==> config.mk <==
export PLATFORM = sky130hd
export DESIGN_NAME = pfr_top
export DESIGN_NICKNAME = d
export VERILOG_FILES = /design/src/inc/pfr_pkg.sv /design/src/inc/pfr_chan_if.sv /design/src/verilog/pfr_top.sv /design/src/verilog/pfr_chan.sv
export VERILOG_INCLUDE_DIRS = /design/src /design/src/inc
export SDC_FILE = /design/constraint.sdc
export NUM_CORES = 1
export LEC_CHECK = 0
export BUFFER_PORTS_ARGS = -buffer_cell sky130_fd_sc_hd__buf_2
export CAP_MARGIN = 25
export CORE_AREA = 2 2 147 149
export DETAILED_ROUTE_END_ITERATION = 8
export DIE_AREA = 0 0 149 151
export GPL_TIMING_DRIVEN = 0
export PLACE_DENSITY = 0.77
export SYNTH_ARGS = -nofsm -noshare
export SYNTH_HDL_FRONTEND = slang
export SYNTH_SLANG_ARGS = --single-unit
export TNS_END_PERCENT = 30
==> constraint.sdc <==
create_clock -name core_clk_in -period 5.1 [get_ports core_clk_in]
set_input_delay 1.02 -clock core_clk_in [delete_from_list [all_inputs] [get_ports core_clk_in]]
set_output_delay 1.02 -clock core_clk_in [all_outputs]
set_load 0.05 [all_outputs]
==> src/inc/pfr_params.svh <==
`ifndef PFR_PARAMS_SVH
`define PFR_PARAMS_SVH

// ***************************************************
// command codes
// ***************************************************
`define PFR_CMD_CLEAR_FAULTS 8'h03
`define PFR_CMD_TON_RESP 8'h63
`define PFR_CMD_OC_RESP 8'h47
`define PFR_CMD_OT_RESP 8'hD6
`define PFR_CMD_STATUS_BYTE 8'h78
`define PFR_CMD_STATUS_WORD 8'h79
`define PFR_CMD_STATUS_VOUT 8'h7A
`define PFR_CMD_STATUS_IOUT 8'h7B

// ***************************************************
// reset values and fields
// ***************************************************
`define PFR_OC_RESP_RST 8'h00
`define PFR_OT_RESP_VAL 8'hC0
`define PFR_TON_RESP_RST 8'hB8
`define PFR_RESP_LIMIT 2'h0
`define PFR_RESP_BAD 2'h1
`define PFR_RESP_DELAYED 2'h2
`define PFR_RESP_NOW 2'h3
`define PFR_RETRY_FOREVER 3'h7
`define PFR_SB_NOTA 0
`define PFR_SB_CML 1
`define PFR_SB_IOUT_OC 4
`define PFR_SW_MFR 12
`define PFR_SW_IOUT 14
`define PFR_SW_VOUT 15
`define PFR_SV_TON_MAX 2
`define PFR_SI_OC 7

// ***************************************************
// timing
// ***************************************************
`define PFR_CLK_KHZ 50000
`define PFR_OC_UNIT_MS 16
`define PFR_RETRY_UNIT_MS 1

`endif

==> src/inc/pfr_pkg.sv <==
package pfr_pkg;
    typedef enum logic [2:0] {
        PFR_OFF = 3'b000,
        PFR_RUN = 3'b001,
        PFR_LIMIT = 3'b010,
        PFR_LATCH = 3'b011,
        PFR_RETRY = 3'b100
    } pfr_state_t;

    typedef struct packed {
        pfr_state_t st;
        logic [31:0] cnt;
        logic on_d;
        logic oc_flag;
        logic ton_flag;
        logic ot_flag;
        logic out_en;
    } pfr_chan_st_t;

    typedef struct packed {
        logic [1:0][7:0] oc_resp;
        logic [1:0][7:0] ton_resp;
        logic cml;
        logic clr;
        logic [15:0] rdata;
        logic rvalid;
        logic alert;
    } pfr_top_st_t;
endpackage

==> src/inc/pfr_chan_if.sv <==
`timescale 1ns/100ps
interface pfr_chan_if;
    logic [7:0] oc_resp;
    logic [7:0] ton_resp;
    logic [15:0] restart_ivl;
    logic clear_faults;
    logic on_cmd;
    logic run_pin;
    logic oc_lvl;
    logic ton_ev;
    logic ot_lvl;
    logic out_en;
    logic oc_flag;
    logic ton_flag;
    logic ot_flag;

    modport top (output oc_resp, ton_resp, restart_ivl, clear_faults, on_cmd, run_pin, oc_lvl, ton_ev, ot_lvl,
                 input out_en, oc_flag, ton_flag, ot_flag);
    modport chan (input oc_resp, ton_resp, restart_ivl, clear_faults, on_cmd, run_pin, oc_lvl, ton_ev, ot_lvl,
                  output out_en, oc_flag, ton_flag, ot_flag);
endinterface

==> src/verilog/pfr_top.sv <==
`timescale 1ns/100ps
`include "pfr_params.svh"
module pfr_top #(
    parameter int unsigned NUM_CH = 2,
    parameter int unsigned OC_UNIT_CYC = `PFR_OC_UNIT_MS * `PFR_CLK_KHZ,
    parameter int unsigned RETRY_UNIT_CYC = `PFR_RETRY_UNIT_MS * `PFR_CLK_KHZ
) (
    input wire logic core_clk_in,
    input wire logic nrst_in,
    input wire logic ce_in,
    input wire logic cmd_wr_in,
    input wire logic cmd_rd_in,
    input wire logic [7:0] cmd_code_in,
    input wire logic [7:0] cmd_data_in,
    input wire logic cmd_page_in,
    input wire logic [15:0] restart_interval_setting_in,
    input wire logic [3:0] alert_mask_in,
    input wire logic [1:0] channel_run_pin_in,
    input wire logic [1:0] operation_on_in,
    input wire logic [1:0] oc_limit_in,
    input wire logic [1:0] ton_max_fault_in,
    input wire logic die_overtemp_in,
    output logic [15:0] cmd_rdata_out,
    output logic cmd_rvalid_out,
    output logic alert_out,
    output logic [1:0] out_enable_out
);
    pfr_pkg::pfr_top_st_t s_r;
    pfr_pkg::pfr_top_st_t s_nxt;
    logic [1:0] oc_flag;
    logic [1:0] ton_flag;
    logic [1:0] ot_flag;

    // ***************************************************
    // per-channel fault engines
    // ***************************************************
    genvar g;
    generate
        for (g = 0; g < 2; g++) begin : g_ch
            pfr_chan_if cif ();
            assign cif.oc_resp = s_r.oc_resp[g];
            assign cif.ton_resp = s_r.ton_resp[g];
            assign cif.restart_ivl = restart_interval_setting_in;
            assign cif.clear_faults = s_r.clr;
            assign cif.on_cmd = channel_run_pin_in[g] & operation_on_in[g];
            assign cif.run_pin = channel_run_pin_in[g];
            assign cif.oc_lvl = oc_limit_in[g];
            assign cif.ton_ev = ton_max_fault_in[g];
            assign cif.ot_lvl = die_overtemp_in;
            assign out_enable_out[g] = cif.out_en;
            assign oc_flag[g] = cif.oc_flag;
            assign ton_flag[g] = cif.ton_flag;
            assign ot_flag[g] = cif.ot_flag;
            pfr_chan #(
                .OC_UNIT_CYC(OC_UNIT_CYC),
                .RETRY_UNIT_CYC(RETRY_UNIT_CYC)
            ) u_chan (
                .core_clk_in(core_clk_in),
                .nrst_in(nrst_in),
                .ce_in(ce_in),
                .ch(cif)
            );
        end
    endgenerate

    // ***************************************************
    // status views, shared by byte and word reads
    // ***************************************************
    function automatic logic [7:0] status_byte(input logic p);
        logic [7:0] b;
        b = 8'h00;
        b[`PFR_SB_NOTA] = ton_flag[p] | ot_flag[p];
        b[`PFR_SB_CML] = s_r.cml;
        b[`PFR_SB_IOUT_OC] = oc_flag[p];
        return b;
    endfunction

    function automatic logic [15:0] status_word(input logic p);
        logic [15:0] w;
        w = {8'h00, status_byte(p)};
        w[`PFR_SW_VOUT] = ton_flag[p];
        w[`PFR_SW_IOUT] = oc_flag[p];
        w[`PFR_SW_MFR] = ot_flag[p];
        return w;
    endfunction

    // ***************************************************
    // command handling
    // ***************************************************
    always_comb begin
        logic p;
        logic bad_wr;
        p = cmd_page_in;
        bad_wr = 1'b0;
        s_nxt = s_r;
        s_nxt.clr = 1'b0;
        s_nxt.rvalid = 1'b0;
        if (cmd_wr_in) begin
            case (cmd_code_in)
                `PFR_CMD_OC_RESP: begin
                    // rejected values are not stored, the old byte stays
                    if (cmd_data_in[7:6] == `PFR_RESP_BAD) begin
                        bad_wr = 1'b1;
                    end else begin
                        s_nxt.oc_resp[p] = cmd_data_in;
                    end
                end
                `PFR_CMD_TON_RESP: s_nxt.ton_resp[p] = cmd_data_in;
                `PFR_CMD_OT_RESP: bad_wr = 1'b1;
                `PFR_CMD_CLEAR_FAULTS: begin
                    s_nxt.clr = 1'b1;
                    s_nxt.cml = 1'b0;
                end
                default: bad_wr = 1'b0;
            endcase
        end
        if (bad_wr) begin
            s_nxt.cml = 1'b1; // set wins over clear
        end
        if (cmd_rd_in) begin
            s_nxt.rvalid = 1'b1;
            case (cmd_code_in)
                `PFR_CMD_OC_RESP: s_nxt.rdata = {8'h00, s_r.oc_resp[p]};
                `PFR_CMD_TON_RESP: s_nxt.rdata = {8'h00, s_r.ton_resp[p]};
                `PFR_CMD_OT_RESP: s_nxt.rdata = {8'h00, `PFR_OT_RESP_VAL};
                `PFR_CMD_STATUS_BYTE: s_nxt.rdata = {8'h00, status_byte(p)};
                `PFR_CMD_STATUS_WORD: s_nxt.rdata = status_word(p);
                `PFR_CMD_STATUS_VOUT: s_nxt.rdata = {8'h00, 5'h00, ton_flag[p], 2'h0};
                `PFR_CMD_STATUS_IOUT: s_nxt.rdata = {8'h00, oc_flag[p], 7'h00};
                default: s_nxt.rdata = 16'h0000;
            endcase
        end
        // alert from any unmasked latched fault on either channel
        s_nxt.alert = (|ton_flag & ~alert_mask_in[0]) | (|oc_flag & ~alert_mask_in[1])
                    | (|ot_flag & ~alert_mask_in[2]) | (s_nxt.cml & ~alert_mask_in[3]);
    end

    // state register; nonvolatile copy is outside this block
    always_ff @(posedge core_clk_in) begin
        if (!nrst_in) begin
            s_r.oc_resp <= {`PFR_OC_RESP_RST, `PFR_OC_RESP_RST};
            s_r.ton_resp <= {`PFR_TON_RESP_RST, `PFR_TON_RESP_RST};
            s_r.cml <= 1'b0;
            s_r.clr <= 1'b0;
            s_r.rdata <= 16'h0000;
            s_r.rvalid <= 1'b0;
            s_r.alert <= 1'b0;
        end else if (ce_in) begin
            s_r <= s_nxt;
        end
    end

    assign cmd_rdata_out = s_r.rdata;
    assign cmd_rvalid_out = s_r.rvalid;
    assign alert_out = s_r.alert;
endmodule

==> src/verilog/pfr_chan.sv <==
`timescale 1ns/100ps
`include "pfr_params.svh"
module pfr_chan #(
    parameter int unsigned OC_UNIT_CYC = 800000,
    parameter int unsigned RETRY_UNIT_CYC = 50000
) (
    input wire logic core_clk_in,
    input wire logic nrst_in,
    input wire logic ce_in,
    pfr_chan_if.chan ch
);
    pfr_pkg::pfr_chan_st_t s_r;
    pfr_pkg::pfr_chan_st_t s_nxt;

    // ***************************************************
    // fault state machine of one channel
    // ***************************************************
    // shared path into shutdown; retry 111 waits, anything else latches off
    function automatic pfr_pkg::pfr_chan_st_t shut(input pfr_pkg::pfr_chan_st_t v, input logic [2:0] retry,
                                                   input logic [15:0] ivl);
        pfr_pkg::pfr_chan_st_t r;
        r = v;
        if (retry == `PFR_RETRY_FOREVER) begin
            r.st = pfr_pkg::PFR_RETRY;
            r.cnt = 32'(ivl) * 32'(RETRY_UNIT_CYC);
        end else begin
            r.st = pfr_pkg::PFR_LATCH;
            r.cnt = 32'h0000_0000;
        end
        return r;
    endfunction

    always_comb begin
        logic cycled;
        cycled = 1'b0;
        s_nxt = s_r;
        cycled = ch.on_cmd & ~s_r.on_d;
        s_nxt.on_d = ch.on_cmd;
        // flags: set beats clear in the same cycle
        if (ch.clear_faults | cycled) begin
            s_nxt.oc_flag = 1'b0;
            s_nxt.ton_flag = 1'b0;
            s_nxt.ot_flag = 1'b0;
        end
        if (ch.oc_lvl & s_r.out_en) begin
            s_nxt.oc_flag = 1'b1;
        end
        if (ch.ton_ev) begin
            s_nxt.ton_flag = 1'b1;
        end
        if (ch.ot_lvl) begin
            s_nxt.ot_flag = 1'b1;
        end
        case (s_r.st)
            pfr_pkg::PFR_OFF: begin
                if (ch.on_cmd) begin
                    s_nxt.st = pfr_pkg::PFR_RUN;
                end
            end
            pfr_pkg::PFR_RUN: begin
                if (!ch.on_cmd) begin
                    s_nxt.st = pfr_pkg::PFR_OFF;
                end else if (ch.ton_ev && ch.ton_resp != 8'h00) begin
                    s_nxt = shut(s_nxt, ch.ton_resp[5:3], ch.restart_ivl);
                end else if (ch.oc_lvl) begin
                    case (ch.oc_resp[7:6])
                        `PFR_RESP_DELAYED: begin
                            s_nxt.st = pfr_pkg::PFR_LIMIT;
                            s_nxt.cnt = 32'(ch.oc_resp[2:0]) * 32'(OC_UNIT_CYC);
                        end
                        `PFR_RESP_NOW: s_nxt = shut(s_nxt, ch.oc_resp[5:3], ch.restart_ivl);
                        default: s_nxt.st = pfr_pkg::PFR_RUN; // brick-wall limiting is analog
                    endcase
                end
            end
            pfr_pkg::PFR_LIMIT: begin
                if (!ch.on_cmd) begin
                    s_nxt.st = pfr_pkg::PFR_OFF;
                end else if (!ch.oc_lvl) begin
                    s_nxt.st = pfr_pkg::PFR_RUN;
                end else if (s_r.cnt == 32'h0000_0000) begin
                    s_nxt = shut(s_nxt, ch.oc_resp[5:3], ch.restart_ivl);
                end else begin
                    s_nxt.cnt = s_r.cnt - 32'h0000_0001;
                end
            end
            pfr_pkg::PFR_LATCH: begin
                // only the run pin going low releases it
                if (!ch.run_pin) begin
                    s_nxt.st = pfr_pkg::PFR_OFF;
                end
            end
            pfr_pkg::PFR_RETRY: begin
                if (!ch.on_cmd) begin
                    s_nxt.st = pfr_pkg::PFR_OFF;
                end else if (s_r.cnt == 32'h0000_0000) begin
                    s_nxt.st = pfr_pkg::PFR_RUN;
                end else begin
                    s_nxt.cnt = s_r.cnt - 32'h0000_0001;
                end
            end
            default: s_nxt.st = pfr_pkg::PFR_OFF;
        endcase
        // die overtemp response is fixed at 11: off while hot only
        s_nxt.out_en = (s_nxt.st == pfr_pkg::PFR_RUN || s_nxt.st == pfr_pkg::PFR_LIMIT) & ~ch.ot_lvl;
    end

    // state register
    always_ff @(posedge core_clk_in) begin
        if (!nrst_in) begin
            s_r <= '0;
        end else if (ce_in) begin
            s_r <= s_nxt;
        end
    end

    assign ch.out_en = s_r.out_en;
    assign ch.oc_flag = s_r.oc_flag;
    assign ch.ton_flag = s_r.ton_flag;
    assign ch.ot_flag = s_r.ot_flag;
endmodule

==> flow_metrics.py <==
metrics = {
    "run_status": {
        "outcome": "completed",
    },
    "die": {
        "initial_core_util_pct": 56.02,
        "die-area_mm2": 0.02250,
        "dieWidth_um": 149,
        "rows": 53,
        "io_pins": 71,
        "core_area_mm2": 0.02082,
        "die_h_um": 151,
    },
    "cells_and_area": {
        "syn_to_final_growth_pct": 13.86,
        "fin_util_pct": 63.78,
        "layout-drive-gt1-share_pct": 13.99,
        "nets": 1780,
        "antennaDiodeCount": 0,
    },
    "synth": {
        "syn_inst": 1468,
        "yosysWarningCount": 0,
        "synthTopCellsByCount": "nor2_1, ha_1, dfxtp_1, inv_1, a21oi_1",
        "synth-seq-cells": 127,
        "synth-seq-area-share_pct": 21.80,
        "synth_area_mm2": 0.01166,
        "yosysMostFrequentCell": "nor2_1",
        "synth_area_leaders": "dfxtp_1, ha_1, fa_1, a21oi_1, nor2_1",
        "muxShareOfSynthArea_pct": 3.733,
        "synth_edf_count": 0,
        "synth_top_family_by_area": "compound AO/OA/AOI/OAI gates",
        "synthAdderAreaFrac_pct": 20.23,
        "yosysTopAreaCell": "dfxtp_1",
        "synth-xor-area-share_pct": 3.604,
        "synth-compound-area-share_pct": 22.10,
        "ys_types": 87,
        "yosysTopAreaCellShare_pct": 21.80,
        "post_synth.cell_area_avg_um2": 7.946,
        "synthFlopType": "dfxtp_1",
        "async_flop_share_pct": 0,
        "synthSimpleGateAreaFrac_pct": 20.85,
    },
    "sta": {
        "relSlewSlack_pct": 37.16,
        "worst_slack_ns": 0.04738,
        "fmax_ghz": 0.1979,
        "skew_ns": 0.009304,
        "max_slew.worst_pin.slew_ns": 0.9426,
        "fin_crit_sh_pct": 99.07,
        "setup_viol": 0,
        "drv_slew": 0,
        "hold_viol_final": 0,
        "period_minus_slack_ns": 5.053,
    },
    "clock_network": {
        "clkSinkCount": 127,
        "clock_path_buffers": 2,
        "clk_pin_slew_worst_paths_ns": 0.06,
        "htreeDepth": 4,
        "cts_root_buf": "clkbuf_16",
        "cts_made_buffers": 17,
        "cts_tree": "yes",
        "worstSkewPairLatency_ns": 0.43,
    },
    "run": {
        "max-cap-violations": 0,
    },
    "setup_path": {
        "startpoint_type": "primary input",
        "crit_required_ns": 5.37,
        "timing.rr.start": "g_ch[1].u_chan.s_r[5]$_SDFFE_PN0P_",
        "cp-startpoint": "restart_interval_setting_in[5]",
        "worstSetupEndpointType": "flop",
        "crit_type": "in -> reg",
        "worstPathArrival_ns": 5.32,
        "crit_fanout": 4,
    },
    "power_and_ir_drop": {
        "vdd_drop_max_v": 0.0003939,
        "powerDensity_mw_per_mm2": 418.6,
        "leakage_uw": 0.005887,
    },
    "global_route": {
        "grt_max_degree": 17,
        "grt_pass1_wl_mm": 57.13,
        "grt_pass1_vias": 10780,
        "antenna_found_initial": 1,
        "grtUsageTotal_pct": 32.14,
        "grt_overflow": 0,
    },
    "drt": {
        "first_pass_iters": 8,
        "antenna_left": 0,
        "drc": 0,
        "drt-vias-per-instance": 6.409,
        "detail_route.wl_per_cell_um": 19.91,
        "routed_wirelength_mm": 36.80,
        "num_vias": 11840,
        "drt_iter0_drc": 1196,
    },
    "placed_design": {
        "port_buffers": 62,
        "gp_congestion": 0.9978,
        "place_ws_ns": -0.7564,
        "hpwl_mm": 27.59,
    },
    "hold_path": {
        "hold_class": "reg -> reg",
        "hold_start": "cmd_rdata_out[2]$_SDFFE_PN0P_",
    },
}
power by group:
part / internal (uW) / switching, uW
registers: 1020 / 25.7
logic: 1270 / 1980
clock network: 767 / 500
layout make-up:
cell class | count | area, um^2
well taps | 275 | 344.1
clock buffers | 17 | 425.4
plain buffers | 84 | 442.9
repair buffers | 72 | 392.9
flip-flops and latches | 127 | 2542
clock inverters | 13 | 165.2
fillers | 1824 | 7541
multi-input cells | 1141 | 8522
inverters | 119 | 446.7
worst paths after layout:
check | endpoint | slack, ns | cells after the start
worst max register to register | g_ch[1].u_chan.s_r[13]$_SDFFE_PN0P_ | 1.93 | 9
worst max-delay path | g_ch[1].u_chan.s_r[33]$_SDFFE_PN0P_ | 0.05 | 17
worst min register to register | cmd_rdata_out[2]$_SDFFE_PN0P_ | 0.47 | 2
worst min-delay path | cmd_rdata_out[2]$_SDFFE_PN0P_ | 0.47 | 2
routing by layer:
layer | vias up | routed length, um | global-route usage (%)
met4 | 0 | 1158 | 11.38
li1 | 5513 | - | -
met2 | 668 | 15800 | 48.23
met3 | 92 | 3791 | 7.078
met1 | 5570 | 16050 | 45.44
met5 | - | 0 | 0
cells in the final DEF, fill, tap and decap left out, types with 17 or more instances in the layout:
master / n
nor2_1: 137
dfxtp_1: 127
inv_1: 117
ha_1: 117
nand2_1: 109
a21oi_1: 106
o21ai_0: 96
buf_2: 79
nor3_1: 47
nand3_1: 45
mux2i_1: 39
clkbuf_1: 37
fa_1: 36
nor4_1: 32
buf_4: 30
xnor2_1: 29
nand4_1: 17
clkbuf_16: 17
sequential cells by signal (all words and copies together) (netlist names):
name and count:
alert_out 1, cmd_rdata_out 11, cmd_rvalid_out 1, g_ch.cif.clear_faults 1, g_ch.cif.oc_resp 16, g_ch.cif.ton_resp 16
g_ch.u_chan.ch.oc_flag 2, g_ch.u_chan.ch.ot_flag 2, g_ch.u_chan.ch.out_en 2, g_ch.u_chan.ch.ton_flag 2, g_ch.u_chan.s_r 72, s_r 1
per-stage QoR:
| stage | total power (uW) | setup TNS, ns | hold WS [ns] | cells | instance area [um^2] |
|---|---|---|---|---|---|
| after global placement | 3616 | -10.90 | 0.4525 | 1809 | 12340 |
| after global routing | 5855 | -0.03209 | 0.4905 | 1848 | 13280 |
| after CTS | 5013 | -0.02199 | 0.4680 | 1839 | 12980 |
| final | 5559 | 0 | 0.4672 | 1848 | 13280 |
| after floorplan | 2941 | -0.05849 | 0.4323 | 1472 | 11690 |
| after detailed placement | 3665 | -12.37 | 0.4478 | 1809 | 12340 |
cell families after synthesis:
kind of cell               count (synthesis)
adders and majority gates                167
xor gates and xnor gates                  48
AOI/OAI and AO/OA                        394
DFF                                      127
other                                      1
buffers and inverters                    204
muxes                                     43
and+or+nand+nor                          484
worst max-delay path, stage by stage:
cell	delay (ns)
buf_2	0.14
ha_1	0.30
ha_1	0.19
inv_2	0.09
fa_1	0.44
fa_1	0.53
fa_1	0.56
inv_1	0.04
ha_1	0.36
a211oi_2	0.30
o21ai_1	0.19
a211oi_2	0.25
buf_4	0.16
a21oi_4	0.07
o31ai_4	0.30
xor2_1	0.25
o22ai_1	0.12
what timing repair did:
item,CTS,global route
pin swaps,1,10
setup endpoints to repair,12,21
hold buffers,0,0
gates cloned,0,0
gates resized for setup,11,42
setup buffers,1,9
No activity file was read; power rests on OpenSTA's default activity.
